## src/urx_pkg.sv

```systemverilog
// Constants and types for the serial port receive, transmit and control block
package urx_pkg;

  // ----------------------------------------------------------------------
  // Register map
  // ----------------------------------------------------------------------
  localparam logic [7:0] OFS_POWER_CONTROL  = 8'h80;
  localparam logic [7:0] OFS_HOLDING        = 8'h84;
  localparam logic [7:0] OFS_SLAVE_ADDRESS  = 8'h88;
  localparam logic [7:0] OFS_SLAVE_MASK     = 8'h8C;
  localparam logic [7:0] OFS_BAUD_DIVIDER   = 8'h90;
  localparam logic [7:0] OFS_SERIAL_CONTROL = 8'h98;

  // Serial control field positions
  localparam int unsigned BIT_UPPER_MODE = 7;
  localparam int unsigned BIT_LOWER_MODE = 6;
  localparam int unsigned BIT_MULTIPROC  = 5;
  localparam int unsigned BIT_RX_ENABLE  = 4;
  localparam int unsigned BIT_TX_NINTH   = 3;
  localparam int unsigned BIT_RX_NINTH   = 2;
  localparam int unsigned BIT_TX_DONE    = 1;
  localparam int unsigned BIT_RX_DONE    = 0;
  // Power control field positions
  localparam int unsigned BIT_DOUBLE_RATE    = 7;
  localparam int unsigned BIT_FRAMING_SELECT = 6;

  localparam logic [7:0] RST_BYTE     = 8'h00;
  localparam logic [7:0] RST_BAUD_DIV = 8'h00;

  // ----------------------------------------------------------------------
  // Modes and timing
  // ----------------------------------------------------------------------
  localparam logic [1:0] MODE_SHIFT  = 2'h0;
  localparam logic [1:0] MODE_8VAR   = 2'h1;
  localparam logic [1:0] MODE_9FIX   = 2'h2;
  localparam logic [1:0] MODE_9VAR   = 2'h3;
  // Mode 0 bit period end count (counter runs 0 to 5, 6 core clocks); clock phase split point
  localparam logic [2:0] M0_LAST     = 3'h5;
  localparam logic [2:0] M0_HALF     = 3'h3;
  // Oversample tick reload for the fixed 9-bit rate: /32 or /16
  localparam logic [7:0] FIX_RELOAD_SLOW = 8'h01;
  localparam logic [7:0] FIX_RELOAD_FAST = 8'h00;
  localparam logic [3:0] SAMPLE_A    = 4'h7;
  localparam logic [3:0] SAMPLE_B    = 4'h8;
  localparam logic [3:0] SAMPLE_C    = 4'h9;
  localparam logic [3:0] LAST_PHASE  = 4'hF;
  // Index of the stop bit among bits after the start bit
  localparam logic [3:0] STOP_IDX_8  = 4'h8;
  localparam logic [3:0] STOP_IDX_9  = 4'h9;
  localparam logic [3:0] M0_BITS     = 4'h8;
  localparam logic [3:0] TX_BITS_8   = 4'hA;
  localparam logic [3:0] TX_BITS_9   = 4'hB;

  typedef enum logic [1:0] {
    RX_IDLE  = 2'b00,
    RX_START = 2'b01,
    RX_DATA  = 2'b11,
    RX_SHIFT = 2'b10
  } urx_rx_state_t;

  typedef enum logic [1:0] {
    TX_IDLE  = 2'b00,
    TX_ASYNC = 2'b01,
    TX_SHIFT = 2'b11
  } urx_tx_state_t;

  typedef struct packed {
    logic       read;
    logic       write;
    logic [7:0] address;
    logic [7:0] writedata;
  } urx_avs_req_t;

  typedef struct packed {
    logic [7:0] readdata;
    logic       waitrequest;
  } urx_avs_rsp_t;

endpackage : urx_pkg

```

## src/urx_uart.sv

```systemverilog
// Serial port with multiprocessor address filtering and Avalon-MM registers
module urx_uart (
  input  wire logic                  core_clk,
  input  wire logic                  rst_n,
  input  wire urx_pkg::urx_avs_req_t avsReq,
  output urx_pkg::urx_avs_rsp_t      avsRsp,
  input  wire logic                  rxd,
  output logic                       txd,
  output logic                       shiftClk
);
  import urx_pkg::*;

  // ----------------------------------------------------------------------
  // State
  // ----------------------------------------------------------------------
  typedef struct packed {
    logic          waitreq;
    logic [7:0]    readdata;
    logic          sm0;
    logic          sm1;
    logic          sm2;
    logic          ren;
    logic          tb8;
    logic          rb8;
    logic          ti;
    logic          ri;
    logic          fe;
    logic          smod1;
    logic          framing_select;
    logic [7:0]    rxBuf;
    logic [7:0]    slave_address_register;
    logic [7:0]    slave_address_mask;
    logic [7:0]    baudDiv;
    logic [7:0]    tickCnt;
    logic [2:0]    m0Cnt;
    logic          rxS1;
    logic          rxS2;
    logic          rxLast;
    urx_rx_state_t rxState;
    logic [3:0]    rxCnt;
    logic [3:0]    rxBit;
    logic          samp7;
    logic          samp8;
    logic [8:0]    rxShift;
    urx_tx_state_t txState;
    logic [3:0]    txCnt;
    logic [3:0]    txBits;
    logic [10:0]   txShift;
    logic          txd;
    logic          shiftClk;
  } urx_state_t;

  urx_state_t st;
  urx_state_t next_st;

  function automatic logic maj3(input logic a, input logic b, input logic c);
    maj3 = (a & b) | (a & c) | (b & c);
  endfunction

  // Match where mask bits that are zero are ignored
  function automatic logic addrHit(input logic [7:0] rx,
                                   input logic [7:0] want,
                                   input logic [7:0] care);
    addrHit = (((rx ^ want) & care) == 8'h00);
  endfunction

  // ----------------------------------------------------------------------
  // Decode
  // ----------------------------------------------------------------------
  logic [1:0] mode;
  logic       nineBit;
  logic       tick;
  logic       busWr;
  logic       vote;
  logic       rxFinal;
  logic       rxAccept;
  logic       addrMatch;
  logic [7:0] rxData;
  logic       rxNinth;
  logic       startBad;
  logic       rxFall;

  assign mode    = {st.sm0, st.sm1};
  assign nineBit = mode[1];
  assign tick    = (st.tickCnt == 8'h00);
  // Request is served at the edge where waitrequest is already low
  assign busWr   = avsReq.write && !st.waitreq;
  assign vote    = maj3(st.samp7, st.samp8, st.rxS2);
  assign rxFall  = st.rxLast && !st.rxS2;
  assign startBad = (st.rxState == RX_START) && tick
                    && (st.rxCnt == SAMPLE_C) && vote;
  assign rxFinal = (st.rxState == RX_DATA) && tick && (st.rxCnt == SAMPLE_C)
                   && (st.rxBit == (nineBit ? STOP_IDX_9 : STOP_IDX_8));
  assign rxData  = nineBit ? st.rxShift[7:0] : st.rxShift[8:1];
  assign rxNinth = nineBit ? st.rxShift[8] : vote;
  assign addrMatch = addrHit(rxData, st.slave_address_register & st.slave_address_mask, st.slave_address_mask)
                   || addrHit(rxData, 8'hFF, st.slave_address_register | st.slave_address_mask);
  // Filter: 8-bit needs stop high, 9-bit needs address flag and a match
  assign rxAccept = !st.ri && (!st.sm2 ||
                    (nineBit ? (rxNinth && addrMatch) : vote));

  // ----------------------------------------------------------------------
  // Next state
  // ----------------------------------------------------------------------
  always_comb begin
    next_st = st;
    next_st.rxS1 = rxd;
    next_st.rxS2 = st.rxS1;

    // Bus slave: one wait state, unmapped reads return zero
    next_st.waitreq = !((avsReq.read || avsReq.write) && st.waitreq);
    if (avsReq.read && st.waitreq) begin
      case (avsReq.address)
        OFS_SERIAL_CONTROL: next_st.readdata = {st.framing_select ? st.fe : st.sm0,
                              st.sm1, st.sm2, st.ren, st.tb8, st.rb8,
                              st.ti, st.ri};
        OFS_POWER_CONTROL:  next_st.readdata = {st.smod1, st.framing_select, 6'h00};
        OFS_HOLDING:        next_st.readdata = st.rxBuf;
        OFS_SLAVE_ADDRESS:  next_st.readdata = st.slave_address_register;
        OFS_SLAVE_MASK:     next_st.readdata = st.slave_address_mask;
        OFS_BAUD_DIVIDER:   next_st.readdata = st.baudDiv;
        default:            next_st.readdata = 8'h00;
      endcase
    end
    if (busWr) begin
      case (avsReq.address)
        OFS_SERIAL_CONTROL: begin
          if (st.framing_select) begin
            next_st.fe = avsReq.writedata[BIT_UPPER_MODE];
          end else begin
            next_st.sm0 = avsReq.writedata[BIT_UPPER_MODE];
          end
          next_st.sm1 = avsReq.writedata[BIT_LOWER_MODE];
          next_st.sm2 = avsReq.writedata[BIT_MULTIPROC];
          next_st.ren = avsReq.writedata[BIT_RX_ENABLE];
          next_st.tb8 = avsReq.writedata[BIT_TX_NINTH];
          next_st.rb8 = avsReq.writedata[BIT_RX_NINTH];
          next_st.ti  = avsReq.writedata[BIT_TX_DONE];
          next_st.ri  = avsReq.writedata[BIT_RX_DONE];
        end
        OFS_POWER_CONTROL: begin
          next_st.smod1 = avsReq.writedata[BIT_DOUBLE_RATE];
          next_st.framing_select = avsReq.writedata[BIT_FRAMING_SELECT];
        end
        OFS_SLAVE_ADDRESS: next_st.slave_address_register   = avsReq.writedata;
        OFS_SLAVE_MASK:    next_st.slave_address_mask   = avsReq.writedata;
        OFS_BAUD_DIVIDER:  next_st.baudDiv = avsReq.writedata;
        default: ;
      endcase
    end

    // Oversample tick at sixteen times the bit rate
    if (tick) begin
      case (mode)
        MODE_9FIX: next_st.tickCnt = st.smod1 ? FIX_RELOAD_FAST
                                              : FIX_RELOAD_SLOW;
        default:   next_st.tickCnt = st.baudDiv;
      endcase
    end else begin
      next_st.tickCnt = st.tickCnt - 8'h01;
    end
    next_st.m0Cnt = (st.m0Cnt == M0_LAST) ? 3'h0 : st.m0Cnt + 3'h1;

    // Receiver
    next_st.rxLast = tick ? st.rxS2 : st.rxLast;
    case (st.rxState)
      RX_IDLE: begin
        if (st.ren && mode == MODE_SHIFT && !st.ri
            && st.txState == TX_IDLE && st.m0Cnt == M0_LAST) begin
          next_st.rxState = RX_SHIFT;
          next_st.rxBit   = 4'h0;
        end else if (st.ren && mode != MODE_SHIFT && tick && rxFall) begin
          next_st.rxState = RX_START;
          next_st.rxCnt   = 4'h0;
        end
      end
      RX_START, RX_DATA: begin
        if (tick) begin
          next_st.rxCnt = st.rxCnt + 4'h1;
          if (st.rxCnt == SAMPLE_A) begin
            next_st.samp7 = st.rxS2;
          end
          if (st.rxCnt == SAMPLE_B) begin
            next_st.samp8 = st.rxS2;
          end
          if (st.rxCnt == SAMPLE_C) begin
            if (st.rxState == RX_START) begin
              next_st.rxState = vote ? RX_IDLE : RX_DATA;
              next_st.rxBit   = 4'h0;
            end else if (rxFinal) begin
              next_st.rxState = RX_IDLE;
              if (!vote) begin
                next_st.fe = 1'b1;
              end
              if (rxAccept) begin
                next_st.rxBuf = rxData;
                next_st.rb8   = rxNinth;
                next_st.ri    = 1'b1;
              end
            end else begin
              next_st.rxShift = {vote, st.rxShift[8:1]};
              next_st.rxBit   = st.rxBit + 4'h1;
            end
          end
        end
      end
      RX_SHIFT: begin
        if (st.m0Cnt == M0_LAST) begin
          next_st.rxShift = {st.rxS2, st.rxShift[8:1]};
          next_st.rxBit   = st.rxBit + 4'h1;
          if (st.rxBit == M0_BITS - 4'h1) begin
            next_st.rxState = RX_IDLE;
            next_st.rxBuf   = {st.rxS2, st.rxShift[8:2]};
            next_st.ri      = 1'b1;
          end
        end
      end
      default: next_st.rxState = RX_IDLE;
    endcase

    // Transmitter: a write to the holding register starts a frame
    case (st.txState)
      TX_IDLE: begin
        next_st.txd      = 1'b1;
        next_st.shiftClk = (st.rxState != RX_SHIFT) || (st.m0Cnt >= M0_HALF);
        if (busWr && avsReq.address == OFS_HOLDING) begin
          if (mode == MODE_SHIFT) begin
            next_st.txState = TX_SHIFT;
            next_st.txShift = {3'h0, avsReq.writedata};
            next_st.txBits  = M0_BITS;
            next_st.m0Cnt   = 3'h0; // Full first bit period
          end else begin
            next_st.txState = TX_ASYNC;
            next_st.txShift = {1'b1, nineBit ? st.tb8 : 1'b1,
                               avsReq.writedata, 1'b0};
            next_st.txBits  = nineBit ? TX_BITS_9 : TX_BITS_8;
            next_st.txCnt   = 4'h0;
          end
        end
      end
      TX_ASYNC: begin
        next_st.txd = st.txShift[0];
        if (tick) begin
          next_st.txCnt = st.txCnt + 4'h1;
          if (st.txCnt == LAST_PHASE) begin
            next_st.txShift = {1'b1, st.txShift[10:1]};
            next_st.txBits  = st.txBits - 4'h1;
            if (st.txBits == 4'h2) begin
              next_st.ti = 1'b1;
            end
            if (st.txBits == 4'h1) begin
              next_st.txState = TX_IDLE;
            end
          end
        end
      end
      TX_SHIFT: begin
        next_st.txd      = st.txShift[0];
        next_st.shiftClk = (st.m0Cnt >= M0_HALF);
        if (st.m0Cnt == M0_LAST) begin
          next_st.txShift = {1'b0, st.txShift[10:1]};
          next_st.txBits  = st.txBits - 4'h1;
          if (st.txBits == 4'h1) begin
            next_st.ti      = 1'b1;
            next_st.txState = TX_IDLE;
          end
        end
      end
      default: next_st.txState = TX_IDLE;
    endcase
  end

  // ----------------------------------------------------------------------
  // Registers
  // ----------------------------------------------------------------------
  always_ff @(posedge core_clk or negedge rst_n) begin
    if (!rst_n) begin
      st          <= '0;
      st.waitreq  <= 1'b1;
      st.rxS1     <= 1'b1;
      st.rxS2     <= 1'b1;
      st.rxLast   <= 1'b1;
      st.txd      <= 1'b1;
      st.shiftClk <= 1'b1;
      st.slave_address_register    <= RST_BYTE;
      st.slave_address_mask    <= RST_BYTE;
      st.baudDiv  <= RST_BAUD_DIV;
      st.rxState  <= RX_IDLE;
      st.txState  <= TX_IDLE;
    end else begin
      st <= next_st;
    end
  end

  assign avsRsp.readdata    = st.readdata;
  assign avsRsp.waitrequest = st.waitreq;
  assign txd                = st.txd;
  assign shiftClk           = st.shiftClk;

  logic sconWr;
  assign sconWr = busWr && avsReq.address == OFS_SERIAL_CONTROL;
endmodule // urx_uart

```

## config.mk

```make
export PLATFORM = sky130hd
export DESIGN_NAME = urx_uart
export DESIGN_NICKNAME = d
export VERILOG_FILES = /design/src/urx_pkg.sv /design/src/urx_uart.sv
export SDC_FILE = /design/constraint.sdc
export NUM_CORES = 1
export LEC_CHECK = 0
export ABC_AREA = 1
export BUFFER_PORTS_ARGS = -buffer_cell sky130_fd_sc_hd__buf_2
export CAP_MARGIN = 20
export CORE_ASPECT_RATIO = 0.7
export CORE_MARGIN = 3
export CORE_UTILIZATION = 30
export CTS_CLUSTER_SIZE = 28
export DETAILED_ROUTE_END_ITERATION = 6
export MAX_ROUTING_LAYER = met4
export PLACE_DENSITY_LB_ADDON = 0.08
export SLEW_MARGIN = 20
export SYNTH_ARGS = -nofsm -noshare
export SYNTH_HDL_FRONTEND = slang
export SYNTH_SLANG_ARGS = --single-unit
```

## constraint.sdc

```tcl
create_clock -name core_clk -period 4.8 [get_ports core_clk]
set_input_delay 0.48 -clock core_clk [delete_from_list [all_inputs] [get_ports core_clk]]
set_output_delay 0.48 -clock core_clk [all_outputs]
set_load 0.05 [all_outputs]
```

## Yosys cells after proc, flatten, opt, wreduce, memory -nomap -nowiden

Index checks and enable logic that the tools add are counted.

| word-level totals | value |
|---|---|
| flip-flop bits (word level) | 110 |
| logic and storage cells | 237 |
| output and inout port bits | 11 |

| operators by class | value |
|---|---|
| equal/unequal tests | 41 |
| $add $sub $neg | 6 |
| bitwise operators | 12 |
| muxes and demuxes | 88 |
| reduce and logical (&&, ||, !) cells | 55 |
| $lt $le $gt $ge | 1 |

Operator list:

| operator | count |
|---|---|
| 8-bit 2-to-1 mux | 10 |
| 21-bit 2-to-1 mux | 3 |
| 8-bit == test, second input constant | 6 |
| 16-bit case mux with 3 select lines | 1 |
| 8-bit case mux with 6 select lines | 1 |
| 9-bit 2-to-1 mux | 4 |
| 2-bit 2-to-1 mux | 16 |
| 4-bit 2-to-1 mux | 8 |
| 2-bit != test, second input constant | 16 |
| 15-bit 2-to-1 mux | 2 |
| 1-bit 2-to-1 mux | 26 |
| 8-bit AND | 3 |
| 8-bit logical NOT | 3 |
| 9-bit case mux with 2 select lines | 1 |
| 1-bit logical AND | 17 |
| 4-bit case mux with 2 select lines | 2 |
| 8-bit case mux with 2 select lines | 1 |
| 13-bit 2-to-1 mux | 1 |
| 4-bit by 1-bit adder with 4-bit output, second input constant | 3 |
| 4-bit == test, second input constant | 3 |
| 3-bit 2-to-1 mux | 4 |
| 6-bit 2-to-1 mux | 2 |
| 2-bit case mux with 3 select lines | 2 |
| 4-bit case mux with 3 select lines | 1 |
| 32 further kinds | 67 |

## Logic depth before layout (Yosys ltp)

| depth | value |
|---|---|
| word-level depth | 15 |
| gate-level depth with buffers | 16 |
| depth with buffers taken out | 15 |

## Least setup slack after synthesis

Ideal clock, no wire load.

| path | value |
|---|---|
| path type | flip-flop to flip-flop |
| start | register st[50] (netlist bit) |
| end | register st[82] (netlist bit) |
| data arrival time | 1749 ps |
| path slack | 2933 ps |
| clock period less this slack | 1867 ps |
| required time | 4682 ps |
| library setup time | 118 ps |
| cell stages (with the launch flop) | 16 |
| cell sequence | dfrtp_1 -> inv_1 -> ha_1 -> inv_1 -> nor2_4 -> nand3_2 -> nor2_4 -> inv_2 -> buf_6 -> nor2_2 -> nand2_1 -> inv_1 -> nand3_2 -> buf_6 -> nand3_1 -> nand2_1 |

| on the way | value |
|---|---|
| longest elaborated chain between the ends | 6 |
| elaborated cells between the ends (all ways) | 7 |
| those cells by class | 2 x eq/ne; 5 x reduce/logical |

Ends and longest elaborated chain:

| element | line | RTL |
|---|---|---|
| start: declaration | urx_uart.sv:53 | `urx_state_t st;` |
| start signal: assignment | urx_uart.sv:291 | `st <= next_st;` |
| 8-bit logical NOT * | urx_uart.sv:85 | `assign tick = (st.tickCnt == 8'h00);` |
| 1-bit logical AND (2 in series) | urx_uart.sv:92 | `assign rxFinal = (st.rxState == RX_DATA) && tick && (st.rxCnt == SAMPLE_C)` |
| 1-bit logical AND | urx_uart.sv:93 | `&& (st.rxBit == (nineBit ? STOP_IDX_9 : STOP_IDX_8));` |
| 2-bit != test (no line) | - |  |
| 8-bit AND reduction (no line) * | - |  |

Every way passes the cells marked *; elsewhere a longest branch is shown, timed or not.
A chain may end at the register's enable or synchronous reset.

## Worst setup path in the final report

| path | value |
|---|---|
| start | register st[50] (netlist bit) |
| end | register st[26] (netlist bit) |

| on the way | value |
|---|---|
| longest elaborated chain between the ends | 6 |
| elaborated cells between the ends (all ways) | 7 |
| those cells by class | 2 x eq/ne; 5 x reduce/logical |

Ends and longest elaborated chain:

| element | line |
|---|---|
| 8-bit logical NOT * | urx_uart.sv:85 |
| 1-bit logical AND (2 in series) | urx_uart.sv:92 |
| 1-bit logical AND | urx_uart.sv:93 |
| 2-bit != test (no line) | - |
| 6-bit AND reduction (no line) * | - |

Marks and branches as above.

==> impl_metrics.env <==
export IMPL_cpPeakStageDelay_ns=0.48
export IMPL_slew_violations=0
export IMPL_total_power_uw=2980
export IMPL_gp_congestion=0.863
export IMPL_final_cells=1067
export IMPL_hold_class="primary input to register"
export IMPL_grt_pass1_vias=5139
export IMPL_ys_flop_type="dfrtp_1"
export IMPL_leakage_uw=0.00316
export IMPL_diodes=0
export IMPL_hold_viol=0
export IMPL_htreeDepth=3
export IMPL_cts_path_max_buffers=2
export IMPL_synth_common_cells="213 x nand2_1, 104 x dfrtp_1, 90 x inv_1"
export IMPL_status="complete, no violations"
export IMPL_post_route_min_period_ns=2.89
export IMPL_min_period_over_period=0.602
export IMPL_worst_hold_slack_ns=0.216
export IMPL_synth_avg_cell_area_um2=7.89
export IMPL_path_clk_slew_ns=0.08
export IMPL_clockRootBuffer="clkbuf_16"
export IMPL_yosys_area_top_type_share=0.426
export IMPL_top_layer="met4"
export IMPL_cts_resized=0
export IMPL_io_pins=32
export IMPL_worst_setup_path_end_kind="register"
export IMPL_crit_fanout=20
export IMPL_yosysWarnings=0
export IMPL_grt_start_max_net_pins=72
export IMPL_post_place_ws_ns=1.94
export IMPL_ir_drop_uv=174
export IMPL_yosysSeqAreaShare=0.451
export IMPL_grt_first_pass_wirelength_um=29400
export IMPL_holdBufCountCts=0
export IMPL_start_kind="register"
export IMPL_grt_overflow=0
export IMPL_clock_sinks=110
export IMPL_dpl_cell_count=1051
export IMPL_viasPerCell=4.93
export IMPL_syn_nets=810
export IMPL_nets=827
export IMPL_max_cap_violations=0
export IMPL_hpwlAfterDp_um=13400
export IMPL_row_count=43
export IMPL_relSlewSlack=0.349
export IMPL_ys_async_sr_fraction=1.00
export IMPL_ys_types=46
export IMPL_wl_met2_um=7130
export IMPL_track_usage=0.176
export IMPL_power_density_nw_per_um2=443
export IMPL_reg2reg_setup_slack_ns=1.91
export IMPL_clk_latency_ns=0.37
export IMPL_cts_buffers=9
export IMPL_wire_per_inst_um=16.9
export IMPL_rsz0062_at_grt="no"
export IMPL_post_synth_top_count_cell="nand2_1"
export IMPL_ant_nets=0
export IMPL_worstMarginPinSlew_ns=0.976
export IMPL_crit_slowest_cell="nand3_2"
export IMPL_met1_length_um=9630
export IMPL_setup_tns_ns=0
export IMPL_timing_setup_critical_path_class="register to register"
export IMPL_synth_area_leaders="dfrtp_1 43%, nand2_1 13%, o21ai_0 6.7%"
export IMPL_drtIter0Drc=441
export IMPL_fmaxAchievable_mhz=346
export IMPL_io_buffers=31
export IMPL_netlist_area_um2=6120
export IMPL_setup_viol=0
export IMPL_wirelength_um=18000
export IMPL_vias=5264
export IMPL_antenna_found_initial=0
export IMPL_coreArea_um2=19900
export IMPL_cts_tree="yes"
export IMPL_drive_above_1_share=0.134
export IMPL_post_cts_buffers=0
export IMPL_dieArea_um2=22200
export IMPL_finClkSkew_ns=0.0136
export IMPL_ys_seq_elements=110
export IMPL_area_growth_synth_to_final_pct=9.92
export IMPL_start_util=0.307
export IMPL_drc=0
export IMPL_crit_chain="inv_1, ha_1, inv_1, nor2_4, nand3_2, nor2_4, inv_2, o21ai_2, o21ai_2, nor2_4, nand3_2, nand2_2, o21ai_2"
export IMPL_synthCells=775
export IMPL_wl_met3_um=1040
export IMPL_die_width_um=177
export IMPL_synth_edf_count=0
export IMPL_setup_slack_ns=1.91
export IMPL_cp_arrival_ns=3.13
export IMPL_synth_top_area_cell="dfrtp_1"
export IMPL_die_h_um=125
export IMPL_cp_required_ns=5.04
export IMPL_firstDrtPassIters=5
-- path summary, 6_finish.rpt --
path / cells past startpoint / startpoint / to
hold reg to reg: 0 / next_st[45] / st[45]
max in group asynchronous: 2 / rst_n / avsRsp[0]
min in group asynchronous: 1 / rst_n / st[26]
setup reg to reg: 13 / st[50] / st[26]
hold / removal: 1 / rxd / next_st[45]
setup / recovery: 13 / st[50] / st[26]
-- worst max-delay path, delay by kind of cell, from the launching register on --
kind / cells / cell delay [ns]
AOI/OAI and AO/OA: 3 / 0.32
adders and majority gates: 1 / 0.17
and+or+nand+nor: 6 / 1.50
DFF: 1 / 0.39
buffers and inverters: 3 / 0.37
-- layout make-up --
type                       instances  area (µm²)
fill                            2161       13200
multi-input combinational        544        2810
sequential                       110        2760
inverter                          95         357
tap                              270         338
clock buffer                       9         225
timing repair buffer              32         165
clock inverter                     7        66.3
-- flip-flops by register name (all words and copies together), names as in the netlist --
signal,flops
avsRsp,9
mode,1
next_st,1
nineBit,1
shiftClk,1
st,96
txd,1
-- metrics by stage --
step                      utilization  instance area [µm²]
after floorplan                     -                 6120
after global placement          0.323                 6430
after detailed placement        0.323                 6430
after CTS                       0.338                 6720
after global routing            0.338                 6720
final                           0.338                 6720
-- routing by layer --
metal  up-vias  GRT usage
met3        16     0.0395
met1      2511      0.273
met4         0     0.0457
met5         -          -
met2       153      0.227
li1       2584          -
-- power breakdown --
part           internal (µW)  total, µW  leakage, µW  switching, µW
combinational            306        968      0.00158            662
clock                    365        753     0.000141            388
sequential              1110       1260      0.00143            145
total                   1780       2980      0.00316           1190
-- cells in the final DEF, fill, tap and decap left out, types with 2 or more instances in the layout --
cell type / n
xor2_1: 5
clkbuf_16: 9
nor3_1: 6
o21a_1: 2
o211ai_1: 2
nand2_2: 12
inv_1: 90
a21oi_1: 22
nor2_4: 5
nand2_1: 213
nor4_1: 2
o22ai_1: 4
o2111ai_1: 4
a31oi_1: 6
nand3_1: 54
inv_6: 2
nor2_1: 46
inv_2: 5
buf_2: 30
nand4_1: 7
a221oi_1: 7
nand3_2: 3
o21ai_2: 19
buf_4: 2
nor2_2: 7
o21ai_0: 82
ha_1: 14
a22oi_1: 5
dfrtp_1: 104
dfstp_2: 6
o221ai_1: 3
-- cell families after synthesis --
| group | share of synthesized area |
|---|---|
| xor+xnor | 0.00716 |
| compound gates | 0.165 |
| simple gates | 0.257 |
| buf+inv | 0.0890 |
| flops | 0.451 |
| mux | 0.00164 |
| fa+ha+maj | 0.0286 |
Power figures use the tool's default switching activity.
